File: src/rtl/pmu_pkg.sv
package pmu_pkg;
	// Clock and derived rates
	localparam int CLK_HZ = 20_000_000;
	localparam int RTC_HZ = 32768;
	localparam int RTC_DIV = CLK_HZ / RTC_HZ;
	localparam int HANG_TIME_MS = 4000;
	localparam int HANG_CYCLES = HANG_TIME_MS * (CLK_HZ / 1000);
	localparam int CORE_RST_CYCLES = 4;
	localparam int NUM_WAKE = 8;

	// Register indices; byte address is four times the index
	localparam logic [31:0] IDX_STATUS = 32'h0F0000C0;
	localparam logic [31:0] IDX_CTRL = 32'h0F0000C2;
	localparam logic [31:0] IDX_STATUS2 = 32'h0F0000C4;
	localparam logic [31:0] IDX_CTRL2 = 32'h0F0000C6;
	localparam logic [31:0] IDX_WAIT = 32'h0F0000C8;
	localparam logic [31:0] IDX_TDIV = 32'h0F0000CC;
	localparam logic [31:0] IDX_IDIV = 32'h0F0000CE;
	localparam logic [31:0] IDX_MODE = 32'h0F0000D0;

	// wake_reset_status fields
	localparam int STS_PIN0 = 12;
	localparam int STS_CLOCK_RUN_INPUT = 11;
	localparam int STS_DCD = 10;
	localparam int STS_ALARM = 9;
	localparam int STS_BATTERY_INHIBIT_FLAG = 8;
	localparam int STS_HANG = 5;
	localparam int STS_RTC = 4;
	localparam int STS_RESET_SWITCH_INPUT = 3;
	localparam int STS_BATTLOW = 1;
	localparam int STS_PWRSW = 0;
	localparam logic [15:0] STS_W1C = 16'hFB3B;
	localparam logic [15:0] STS_MEMO = 16'h00C0;

	// power_control fields
	localparam int CTL_EN0 = 12;
	localparam int CTL_TRG0 = 8;
	localparam int CTL_PLLOFF = 3;
	localparam int CTL_HANGCLR = 2;
	localparam logic [15:0] CTL_RW = 16'hFF8C;
	localparam logic [15:0] CTL_ONE = 16'h0002;

	// Upper pin registers
	localparam int ST2_PIN9 = 12;
	localparam logic [15:0] ST2_W1C = 16'hF000;
	localparam int CT2_EN9 = 12;
	localparam int CT2_TRG9 = 8;
	localparam int CT2_SOFTWARE_RESET_BIT = 4;
	localparam logic [15:0] CT2_RW = 16'hFF10;
	localparam logic [15:0] WAIT_RW = 16'h3FFF;
	localparam logic [15:0] TDIV_RW = 16'h0107;
	localparam logic [15:0] IDIV_RW = 16'h0007;

	// Values after an RTC-domain reset
	localparam logic [15:0] STS_INIT = 16'h0010;
	localparam logic [15:0] CTL_INIT = 16'h8802;
	localparam logic [15:0] CT2_INIT = 16'h0000;
	localparam logic [15:0] WAIT_INIT = 16'h2C00;
	localparam logic [15:0] DIV_INIT = 16'h0000;

	typedef enum logic [3:0] {
		MODE_RUN,
		MODE_STBY_WAIT,
		MODE_STANDBY,
		MODE_SUSP_WAIT,
		MODE_SUSPEND,
		MODE_DEEP_SUSPEND,
		MODE_HIB_WAIT,
		MODE_HIBERNATE,
		MODE_POWER_WAIT,
		MODE_CORE_RESET
	} mode_t;
endpackage

File: src/rtl/wake_edge_detect.sv
`timescale 1ns/1ps
module wake_edge_detect #(
	parameter int WIDTH = 8
) (
	input wire logic clk,
	input wire logic rst_n,
	input wire logic sampleEn,
	input wire logic [WIDTH-1:0] pinLevel,
	input wire logic [WIDTH-1:0] fallSel,
	output logic [WIDTH-1:0] edgeHit
);
	typedef struct packed {
		logic primed;
		logic [WIDTH-1:0] prev;
		logic [WIDTH-1:0] hit;
	} edge_t;
	edge_t st;
	edge_t next_st;

	// First sample only primes, so reset cannot fake a rising edge
	always_comb begin
		next_st = st;
		next_st.hit = '0;
		if (sampleEn) begin
			next_st.prev = pinLevel;
			next_st.primed = 1'b1;
			if (st.primed) begin
				next_st.hit = (fallSel & st.prev & ~pinLevel) |
					(~fallSel & ~st.prev & pinLevel);
			end
		end
	end

	always_ff @(posedge clk or negedge rst_n) begin
		if (!rst_n) begin
			st <= '0;
		end else begin
			st <= next_st;
		end
	end

	assign edgeHit = st.hit;
endmodule

File: src/rtl/hang_timer.sv
`timescale 1ns/1ps
module hang_timer #(
	parameter int COUNT = 80_000_000
) (
	input wire logic clk,
	input wire logic rst_n,
	input wire logic arm,
	input wire logic clear,
	output logic expired
);
	localparam int CW = $clog2(COUNT + 1);
	typedef struct packed {
		logic running;
		logic [CW-1:0] cnt;
		logic fired;
	} hang_t;
	hang_t st;
	hang_t next_st;

	// One shot per arming; a clear stops it for good until rearmed
	always_comb begin
		next_st = st;
		next_st.fired = 1'b0;
		if (arm) begin
			next_st.running = 1'b1;
			next_st.cnt = '0;
		end else if (clear) begin
			next_st.running = 1'b0;
		end else if (st.running) begin
			if (st.cnt == CW'(COUNT - 1)) begin
				next_st.running = 1'b0;
				next_st.fired = 1'b1;
			end else begin
				next_st.cnt = st.cnt + CW'(1);
			end
		end
	end

	always_ff @(posedge clk or negedge rst_n) begin
		if (!rst_n) begin
			st <= '0;
		end else begin
			st <= next_st;
		end
	end

	assign expired = st.fired;
endmodule

File: src/rtl/power_mode_and_wake_status_unit.sv
`timescale 1ns/1ps
// Notes on behaviour
// - RTC reset works always, never restarts core
// - Standby: wait bus idle, hold pipeline clock
// - Any interrupt ends standby
// - Suspend: wait idle and self-refresh, stop bus
// - Peripheral interrupt or reset ends suspend
// - PLL-stop enable turns suspend into deep
// - Hibernate: also drop main power, stop PLL
// - Alarm, switch, carrier, wake pin end hibernate
// - Hibernate wake keeps this unit's registers
// - Wake pins configured here, RTC-rate edges
// - Pin 3 falling wakes right after RTC reset
// - Outside hibernate pins go synced to interrupts
// - Flags clear by writing one, zero ignored
// - Carrier level bit shows live pin level
// - Battery low at power-on sets inhibit flag
// - Battery falling outside hibernate sets low flag
// - Power switch rise flagged only outside hibernate
// - Clock-run low flagged only in suspend
// - Reset-switch flag set by switch or software
// - RTC reset sets its flag, clears most others
// - Two memo bits free, kept across core resets, cleared by RTC reset
// - Enable bit allows wake, trigger picks edge
// - RTC reset enables pin 3 falling only
// - Hang timer must be cleared within four seconds
// - Wake pin activation counts only in hibernate
module power_mode_and_wake_status_unit #(
	parameter int HANG_CYCLES = pmu_pkg::HANG_CYCLES,
	parameter int RTC_DIV = pmu_pkg::RTC_DIV
) (
	input wire logic clk,
	input wire logic rst_n,
	input wire logic [31:0] address,
	input wire logic read,
	input wire logic write,
	input wire logic [31:0] writedata,
	input wire logic [3:0] byteenable,
	output logic [31:0] readdata,
	output logic waitrequest,
	input wire logic rtcDomainReset,
	input wire logic standbyRequest,
	input wire logic suspendRequest,
	input wire logic hibernateRequest,
	input wire logic busIdle,
	input wire logic selfRefreshAck,
	input wire logic anyInterrupt,
	input wire logic peripheralInterrupt,
	input wire logic rtcAlarm,
	input wire logic powerSwitch,
	input wire logic carrierDetect_n,
	input wire logic batteryInhibit_n,
	input wire logic clockRun_n,
	input wire logic resetSwitch,
	input wire logic [pmu_pkg::NUM_WAKE-1:0] wakePin,
	output logic [pmu_pkg::NUM_WAKE-1:0] wakePinSync,
	output logic pipelineClockHold,
	output logic busClockStop,
	output logic intClockStop,
	output logic pllStop,
	output logic mainPower,
	output logic powerOn,
	output logic selfRefreshReq,
	output logic coreReset,
	output logic peripheralReset,
	output logic batteryLowIrq
);
	localparam int NW = pmu_pkg::NUM_WAKE;

	typedef struct packed {
		pmu_pkg::mode_t mode;
		logic [15:0] status;
		logic [15:0] ctrl;
		logic [15:0] status2;
		logic [15:0] ctrl2;
		logic [15:0] waitCnt;
		logic [15:0] tdiv;
		logic [15:0] idiv;
		logic ack;
		logic [15:0] rdata;
		logic [9:0] rtcDiv;
		logic [13:0] onWait;
		logic [2:0] rstCnt;
		logic hangArm;
		logic [NW-1:0] pinMeta;
		logic [NW-1:0] pinSync;
		logic battPrev;
		logic pwrPrev;
		logic clkRunPrev;
		logic dcdPrev;
		logic rstSwPrev;
	} unit_t;
	unit_t st;
	unit_t next_st;

	logic busReq;
	logic mapped;
	logic we;
	logic [31:0] regIndex;
	logic [15:0] wd;
	logic [15:0] wm;
	logic [15:0] rdVal;
	logic [15:0] setSts;
	logic [15:0] clrSts;
	logic [15:0] setSt2;
	logic [15:0] clrSt2;
	logic rtcTick;
	logic inHib;
	logic battFall;
	logic pwrRise;
	logic dcdFall;
	logic clkRunFall;
	logic rstEvent;
	logic swReset;
	logic hangClear;
	logic hangExpired;
	logic wakeNow;
	logic [NW-1:0] pinEnable;
	logic [NW-1:0] pinFall;
	logic [NW-1:0] pinHit;
	logic [NW-1:0] pinWake;

	// Flag with set winning over a software clear
	function automatic logic [15:0] w1c(input logic [15:0] old,
		input logic [15:0] set, input logic [15:0] clr);
		w1c = (old & ~clr) | set;
	endfunction

	// Replace only the bits selected by mask
	function automatic logic [15:0] maskWrite(input logic [15:0] old,
		input logic [15:0] data, input logic [15:0] mask);
		maskWrite = (old & ~mask) | (data & mask);
	endfunction

	// Pin order is {12..9, 3..0}
	assign pinEnable = {st.ctrl2[pmu_pkg::CT2_EN9 +: 4],
		st.ctrl[pmu_pkg::CTL_EN0 +: 4]};
	assign pinFall = {st.ctrl2[pmu_pkg::CT2_TRG9 +: 4],
		st.ctrl[pmu_pkg::CTL_TRG0 +: 4]};

	// Wake edges are looked at on the RTC-rate tick only
	wake_edge_detect #(
		.WIDTH(NW)
	) u_wake_edge (
		.clk(clk),
		.rst_n(rst_n),
		.sampleEn(rtcTick),
		.pinLevel(st.pinSync),
		.fallSel(pinFall),
		.edgeHit(pinHit)
	);

	hang_timer #(
		.COUNT(HANG_CYCLES)
	) u_hang (
		.clk(clk),
		.rst_n(rst_n),
		.arm(st.hangArm),
		.clear(hangClear),
		.expired(hangExpired)
	);

	// Avalon slave: one wait cycle, then answer
	assign busReq = read | write;
	assign waitrequest = busReq & ~st.ack;
	assign regIndex = {2'b00, address[31:2]};
	assign we = write & st.ack & mapped;
	assign wd = writedata[15:0];
	assign wm = {{8{byteenable[1]}}, {8{byteenable[0]}}};
	assign rtcTick = (st.rtcDiv == 10'(RTC_DIV - 1));
	assign inHib = st.mode inside {pmu_pkg::MODE_HIBERNATE,
		pmu_pkg::MODE_POWER_WAIT};

	// Input events, each from a registered previous level; software reset and hang clear come from bus writes
	assign battFall = st.battPrev & ~batteryInhibit_n;
	assign pwrRise = ~st.pwrPrev & powerSwitch;
	assign dcdFall = st.dcdPrev & ~carrierDetect_n;
	assign clkRunFall = st.clkRunPrev & ~clockRun_n;
	assign swReset = we & (regIndex == pmu_pkg::IDX_CTRL2) &
		wm[pmu_pkg::CT2_SOFTWARE_RESET_BIT] & wd[pmu_pkg::CT2_SOFTWARE_RESET_BIT];
	assign rstEvent = (~st.rstSwPrev & resetSwitch) | swReset;
	assign hangClear = we & (regIndex == pmu_pkg::IDX_CTRL) &
		wm[pmu_pkg::CTL_HANGCLR] & wd[pmu_pkg::CTL_HANGCLR];
	// Pin activation counts only while hibernating
	assign pinWake = pinHit & pinEnable &
		{NW{st.mode == pmu_pkg::MODE_HIBERNATE}};
	assign wakeNow = rtcAlarm | pwrRise | dcdFall | (|pinWake);

	// Read decode; carrier bit is the live level, never stored
	always_comb begin
		mapped = (address[1:0] == 2'b00);
		rdVal = 16'h0000;
		unique case (regIndex)
			pmu_pkg::IDX_STATUS: begin
				rdVal = st.status;
				rdVal[pmu_pkg::STS_DCD] = st.dcdPrev;
			end
			pmu_pkg::IDX_CTRL: rdVal = st.ctrl | pmu_pkg::CTL_ONE;
			pmu_pkg::IDX_STATUS2: rdVal = st.status2;
			pmu_pkg::IDX_CTRL2: rdVal = st.ctrl2;
			pmu_pkg::IDX_WAIT: rdVal = st.waitCnt;
			pmu_pkg::IDX_TDIV: rdVal = st.tdiv;
			pmu_pkg::IDX_IDIV: rdVal = st.idiv;
			pmu_pkg::IDX_MODE: rdVal = {12'h000, st.mode};
			default: mapped = 1'b0;
		endcase
		if (!mapped) begin
			rdVal = 16'h0000;
		end
	end

	// Mode machine, flags and register writes
	always_comb begin
		next_st = st;
		setSts = 16'h0000;
		setSt2 = 16'h0000;
		clrSts = 16'h0000;
		clrSt2 = 16'h0000;
		next_st.ack = busReq & ~st.ack;
		if (busReq & ~st.ack) begin
			next_st.rdata = rdVal;
		end
		next_st.rtcDiv = rtcTick ? 10'h000 : st.rtcDiv + 10'h001;
		next_st.pinMeta = wakePin;
		next_st.pinSync = st.pinMeta;
		next_st.battPrev = batteryInhibit_n;
		next_st.pwrPrev = powerSwitch;
		next_st.clkRunPrev = clockRun_n;
		next_st.dcdPrev = carrierDetect_n;
		next_st.rstSwPrev = resetSwitch;
		next_st.hangArm = 1'b0;

		// Event flags
		if (battFall && !inHib) begin
			setSts[pmu_pkg::STS_BATTLOW] = 1'b1;
		end
		if (pwrRise && !inHib) begin
			setSts[pmu_pkg::STS_PWRSW] = 1'b1;
		end
		if (clkRunFall && st.mode inside {pmu_pkg::MODE_SUSPEND,
			pmu_pkg::MODE_DEEP_SUSPEND}) begin
			setSts[pmu_pkg::STS_CLOCK_RUN_INPUT] = 1'b1;
		end
		if (rtcAlarm) begin
			setSts[pmu_pkg::STS_ALARM] = 1'b1;
		end
		setSts[pmu_pkg::STS_PIN0 +: 4] = pinWake[3:0];
		setSt2[pmu_pkg::ST2_PIN9 +: 4] = pinWake[7:4];

		// Requested low-power entry only from run
		unique case (st.mode)
			pmu_pkg::MODE_RUN: begin
				if (standbyRequest) begin
					next_st.mode = pmu_pkg::MODE_STBY_WAIT;
				end else if (suspendRequest) begin
					next_st.mode = pmu_pkg::MODE_SUSP_WAIT;
				end else if (hibernateRequest) begin
					next_st.mode = pmu_pkg::MODE_HIB_WAIT;
				end
			end
			pmu_pkg::MODE_STBY_WAIT: begin
				if (busIdle) begin
					next_st.mode = pmu_pkg::MODE_STANDBY;
				end
			end
			pmu_pkg::MODE_STANDBY: begin
				if (anyInterrupt) begin
					next_st.mode = pmu_pkg::MODE_RUN;
				end
			end
			pmu_pkg::MODE_SUSP_WAIT: begin
				if (busIdle && selfRefreshAck) begin
					next_st.mode = st.ctrl[pmu_pkg::CTL_PLLOFF] ?
						pmu_pkg::MODE_DEEP_SUSPEND :
						pmu_pkg::MODE_SUSPEND;
				end
			end
			pmu_pkg::MODE_SUSPEND, pmu_pkg::MODE_DEEP_SUSPEND: begin
				if (peripheralInterrupt || clkRunFall) begin
					next_st.mode = pmu_pkg::MODE_RUN;
				end
			end
			pmu_pkg::MODE_HIB_WAIT: begin
				if (busIdle && selfRefreshAck) begin
					next_st.mode = pmu_pkg::MODE_HIBERNATE;
				end
			end
			pmu_pkg::MODE_HIBERNATE: begin
				if (wakeNow) begin
					next_st.mode = pmu_pkg::MODE_POWER_WAIT;
					next_st.onWait = 14'h0000;
				end
			end
			pmu_pkg::MODE_POWER_WAIT: begin
				// Wait (count + 1) RTC ticks, then check the battery
				if (rtcTick) begin
					if (st.onWait == st.waitCnt[13:0]) begin
						if (!batteryInhibit_n) begin
							setSts[pmu_pkg::STS_BATTERY_INHIBIT_FLAG] = 1'b1;
							next_st.mode = pmu_pkg::MODE_HIBERNATE;
						end else begin
							next_st.mode = pmu_pkg::MODE_CORE_RESET;
							next_st.rstCnt = 3'h0;
						end
					end else begin
						next_st.onWait = st.onWait + 14'h0001;
					end
				end
			end
			pmu_pkg::MODE_CORE_RESET: begin
				// Registers here survive the restart, except the software reset bit
				if (st.rstCnt == 3'(pmu_pkg::CORE_RST_CYCLES - 1)) begin
					next_st.mode = pmu_pkg::MODE_RUN;
					next_st.hangArm = 1'b1;
					next_st.ctrl2[pmu_pkg::CT2_SOFTWARE_RESET_BIT] = 1'b0;
				end else begin
					next_st.rstCnt = st.rstCnt + 3'h1;
				end
			end
		endcase

		// Reset switch is no wake source from hibernate
		if (rstEvent && !inHib) begin
			next_st.mode = pmu_pkg::MODE_CORE_RESET;
			next_st.rstCnt = 3'h0;
			setSts[pmu_pkg::STS_RESET_SWITCH_INPUT] = 1'b1;
		end
		// A runaway program is shut down
		if (hangExpired) begin
			next_st.mode = pmu_pkg::MODE_HIBERNATE;
			setSts[pmu_pkg::STS_HANG] = 1'b1;
		end

		// Software writes
		if (we && regIndex == pmu_pkg::IDX_STATUS) begin
			clrSts = wd & wm & pmu_pkg::STS_W1C;
			next_st.status = maskWrite(st.status, wd,
				wm & pmu_pkg::STS_MEMO);
		end
		if (we && regIndex == pmu_pkg::IDX_STATUS2) begin
			clrSt2 = wd & wm & pmu_pkg::ST2_W1C;
		end
		next_st.status = w1c(next_st.status, setSts, clrSts);
		next_st.status2 = w1c(st.status2, setSt2, clrSt2);
		if (we && regIndex == pmu_pkg::IDX_CTRL) begin
			next_st.ctrl = maskWrite(st.ctrl, wd, wm & pmu_pkg::CTL_RW);
		end
		if (we && regIndex == pmu_pkg::IDX_CTRL2) begin
			next_st.ctrl2 = maskWrite(st.ctrl2, wd, wm & pmu_pkg::CT2_RW);
		end
		if (we && regIndex == pmu_pkg::IDX_WAIT) begin
			next_st.waitCnt = maskWrite(st.waitCnt, wd,
				wm & pmu_pkg::WAIT_RW);
		end
		if (we && regIndex == pmu_pkg::IDX_TDIV) begin
			next_st.tdiv = maskWrite(st.tdiv, wd, wm & pmu_pkg::TDIV_RW);
		end
		if (we && regIndex == pmu_pkg::IDX_IDIV) begin
			next_st.idiv = maskWrite(st.idiv, wd, wm & pmu_pkg::IDIV_RW);
		end

		// RTC-domain reset: registers only, the core keeps running
		if (rtcDomainReset) begin
			next_st.status = pmu_pkg::STS_INIT |
				(st.status & 16'(1 << pmu_pkg::STS_RESET_SWITCH_INPUT));
			next_st.ctrl = pmu_pkg::CTL_INIT;
			next_st.ctrl2 = pmu_pkg::CT2_INIT;
			next_st.status2 = 16'h0000;
			next_st.waitCnt = pmu_pkg::WAIT_INIT;
			next_st.tdiv = pmu_pkg::DIV_INIT;
			next_st.idiv = pmu_pkg::DIV_INIT;
		end
	end

	// Power-on reset equals an RTC-domain reset of the registers, except that it also clears the reset-switch flag
	always_ff @(posedge clk or negedge rst_n) begin
		if (!rst_n) begin
			st <= '0;
			st.mode <= pmu_pkg::MODE_RUN;
			st.status <= pmu_pkg::STS_INIT;
			st.ctrl <= pmu_pkg::CTL_INIT;
			st.waitCnt <= pmu_pkg::WAIT_INIT;
			st.hangArm <= 1'b1;
			st.battPrev <= 1'b1;
			st.clkRunPrev <= 1'b1;
			st.dcdPrev <= 1'b1;
		end else begin
			st <= next_st;
		end
	end

	// Clock and power controls decoded from the registered mode
	assign pipelineClockHold = (st.mode != pmu_pkg::MODE_RUN);
	assign busClockStop = st.mode inside {pmu_pkg::MODE_SUSPEND,
		pmu_pkg::MODE_DEEP_SUSPEND, pmu_pkg::MODE_HIBERNATE,
		pmu_pkg::MODE_POWER_WAIT};
	assign intClockStop = inHib;
	assign pllStop = inHib || st.mode == pmu_pkg::MODE_DEEP_SUSPEND;
	assign mainPower = ~inHib || st.mode == pmu_pkg::MODE_POWER_WAIT;
	assign powerOn = (st.mode == pmu_pkg::MODE_POWER_WAIT);
	assign selfRefreshReq = st.mode inside {pmu_pkg::MODE_SUSP_WAIT,
		pmu_pkg::MODE_SUSPEND, pmu_pkg::MODE_DEEP_SUSPEND,
		pmu_pkg::MODE_HIB_WAIT, pmu_pkg::MODE_HIBERNATE,
		pmu_pkg::MODE_POWER_WAIT};
	assign coreReset = (st.mode == pmu_pkg::MODE_CORE_RESET);
	assign peripheralReset = inHib || coreReset;
	assign batteryLowIrq = st.status[pmu_pkg::STS_BATTLOW];
	assign wakePinSync = st.pinSync;
	assign readdata = {16'h0000, st.rdata};
endmodule

File: config.mk
export PLATFORM = sky130hd
export DESIGN_NAME = power_mode_and_wake_status_unit
export DESIGN_NICKNAME = d
export VERILOG_FILES = /design/src/rtl/pmu_pkg.sv /design/src/rtl/wake_edge_detect.sv /design/src/rtl/hang_timer.sv /design/src/rtl/power_mode_and_wake_status_unit.sv
export SDC_FILE = /design/constraint.sdc
export NUM_CORES = 1
export LEC_CHECK = 0
export BUFFER_PORTS_ARGS = -buffer_cell sky130_fd_sc_hd__buf_2
export CAP_MARGIN = 20
export CORE_AREA = 8 8 146 148
export DETAILED_ROUTE_END_ITERATION = 10
export DIE_AREA = 0 0 154 156
export PLACE_DENSITY = 0.68
export SKIP_LAST_GASP = 1
export SYNTH_ARGS = -nofsm -noshare
export SYNTH_HDL_FRONTEND = slang
export SYNTH_SLANG_ARGS = --single-unit
File: constraint.sdc
create_clock -name clk -period 3.4 [get_ports clk]
set_input_delay 0.68 -clock clk [delete_from_list [all_inputs] [get_ports clk]]
set_output_delay 0.68 -clock clk [all_outputs]
set_load 0.05 [all_outputs]
==> out/metrics.cfg <==
[status]
outcome = finished, final reports clean

[clocking]
post-cts-setup-buffers = 0
cts_tree = done
root_buffer = clkbuf_16
cts-resized-gates = 0
clk_latency_ns = 0.44
cts_sinks = 175
htreeDepth = 4
clockBufferDepth = 2
path_clk_slew_ns = 0.08
cts_hold_buf = 0
numCtsBuffers = 17

[logic_synthesis]
synth_edf_count = 0
async_flop_share_pct = 100
synthCells = 984
syn_area_per_cell_um2 = 9.46
synth-seq-cells = 175
synth_flop_cell = dfrtp_1
ys_types = 82
yosys_warnings = 0
syn-cell-area_mm2 = 0.00931
seq_area_frac_synth_pct = 47.2

[grt]
grt_max_degree = 73
overflow = 0
track_usage_pct = 21.3
grt_pass1_wl_um = 41200
grt_pass1_vias = 7690
grt_antenna_before_repair = 1

[cells_and_area]
drive_gt1_share_pct = 20.3
final_nets = 1178
syn_to_final_growth_pct = 14.3
final_util_pct = 55.7

[floorplan]
num_rows = 51
die_y_um = 156
coreArea_mm2 = 0.0191
die_w_um = 154
io_pins = 145
dieArea_mm2 = 0.0240
initial_core_util_pct = 48.8

[route]
wirelength_um = 25200
via_per_inst = 5.88
drt-initial-drc-count = 701
drc_errors = 0
dr.pass1.iters = 5
num_vias = 7823
wl_per_cell_um = 19.0
drtAntennaViolNets = 0

[power]
p_leak_uw = 0.00490
ir_drop_mv = 0.642
powerDensity_mw_per_mm2 = 523

[timing]
fin_tns_setup_ns = 0
finalCritPeriodShare_pct = 85.2
tightest_slew_ns = 0.995
max_freq_ghz = 0.345
min_period_ns = 2.90
hold_violations = 0
drv_slew = 0
rsz0062_at_grt = no
fin_worst_skew_ns = 0.0136
fin_ws_ns = 0.505
max_slew_margin_pct = 33.3
setup-violations-final = 0

[setup_path]
rr_worst_depth = 8
crit_type = reg -> out
timing.rr.start = st[39]
worstPathArrival_ns = 2.22
r2r_slack_ns = 0.55
cp_max_fo = 10
start_kind = register
worstSetupEndpointType = primary output
worstPathRequired_ns = 2.72
r2r_end = st[38]

[placed_design]
globalplace.congestion = 0.901
dp_hpwl_um = 18400
portBuffers = 110
place_ws_ns = 0.419

[job]
cap_violations = 0

[hold_path]
hold_path.class = in -> async

-- worst max-delay path, cell delays in order (launching register included) --
cell	delay, ns
dfrtp_1	0.50
nor3_1	0.29
nand2_1	0.28
inv_1	0.24
nor2_1	0.13
inv_1	0.09
buf_2	0.26
-- routing by layer --
metal | vias up | track usage [%] | routed length (µm)
met4 | 0 | 7.09 | 504
met5 | - | 0 | 0
met2 | 306 | 32.3 | 11300
met3 | 34 | 5.57 | 2060
met1 | 3815 | 29.3 | 11300
li1 | 3668 | - | -
-- state kept, by name, indices dropped and copies added, names as in the netlist, 9 cells and up --
signal	flops
u_wake_edge.st	9
st	80
u_hang.st	28
readdata	16
-- through the flow --
| step | hold WS (ns) | area, µm² | total power, µW | instances |
|---|---|---|---|---|
| finish | 0.231 | 10600 | 5560 | 1330 |
| global route | 0.286 | 10600 | 5800 | 1330 |
| CTS | 0.265 | 10600 | 5590 | 1329 |
| detailed placement | 0.337 | 9990 | 3530 | 1297 |
| global placement | 0.332 | 9990 | 3520 | 1297 |
| floorplan | 0.331 | 9360 | 3180 | 999 |
-- cells by family (layout without fill, tap and decap cells) --
family / after synthesis / count (layout) / share of synthesized area, %
adders and majority gates: 6 / 6 / 0.807
AOI/OAI and AO/OA: 190 / 190 / 13.3
DFF: 175 / 175 / 47.2
muxes: 42 / 42 / 4.72
buffers and inverters: 114 / 206 / 6.49
other: 1 / 17 / 0.0403
xor gates and xnor gates: 34 / 34 / 3.20
and+or+nand+nor: 422 / 422 / 24.3
-- power by group --
group | switching (µW) | internal [µW] | total [µW]
logic | 787 | 379 | 1170
clock network | 1030 | 1030 | 2060
registers | 142 | 2190 | 2330
total | 1960 | 3600 | 5560
-- Yosys cell counts (9+ instances only) --
cell type  instances  area, µm²
dfrtp_1          165       4130
nand2_1          110        413
nor2_1            98        368
a21oi_1           71        355
nand3_1           56        280
buf_4             40        300
clkbuf_1          32        120
nand4_1           31        194
inv_1             30        113
mux2i_1           27        270
o21ai_0           26        130
xor2_1            24        210
o21ai_1           21        105
nor4_1            16        100
nor2b_1           13       81.3
a22o_1            11       96.3
and3_1            11       68.8
mux2_2            11        124
or4_1             11       82.6
dfstp_2           10        263
o31ai_1           10       75.1
xnor2_1           10       87.6
buf_2              9       45.0
nor3_1             9       45.0
or3_1              9       56.3
-- how the worst max path moves through the flow --
| stage | startpoint | end | cells past startpoint |
|---|---|---|---|
| 3_3_place_gp | address[2] | u_hang.st[19] | 7 |
| 2_1_floorplan | st[178] | busClockStop | 4 |
| 4_1_cts | st[179] | intClockStop | 6 |
| 6_report | st[179] | intClockStop | 6 |
| 5_1_grt | st[178] | intClockStop | 6 |
| 3_5_place_dp | address[15] | u_hang.st[19] | 7 |
-- cell type report --
type	instances	area (µm²)
flip-flops and latches	175	4390
diodes	1	2.50
clock inverters	15	216
fillers	1711	8450
repair buffers	143	817
inverters	31	116
clock buffers	17	425
multi-input cells	710	4370
well taps	238	298
-- layout by cell type (no fill, tap or decap), types with 7 or more instances in the layout --
master       n
nand3_1     56
dfrtp_1    165
mux2_2      11
buf_4       32
nand2_1    110
xor2_1      24
buf_2      109
nor4_1      16
nor2_1      98
nand4_1     31
a22o_1      11
clkinv_8     7
a21oi_1     71
xnor2_1     10
o21ai_1     21
inv_1       30
or4_1       11
conb_1      16
mux2i_1     27
o21ai_0     26
nor3_1       9
or3_1        9
clkbuf_16   17
and3_1      11
dfstp_2     10
o31ai_1     10
nor2b_1     13
No activity file was read; power rests on OpenSTA's default activity.
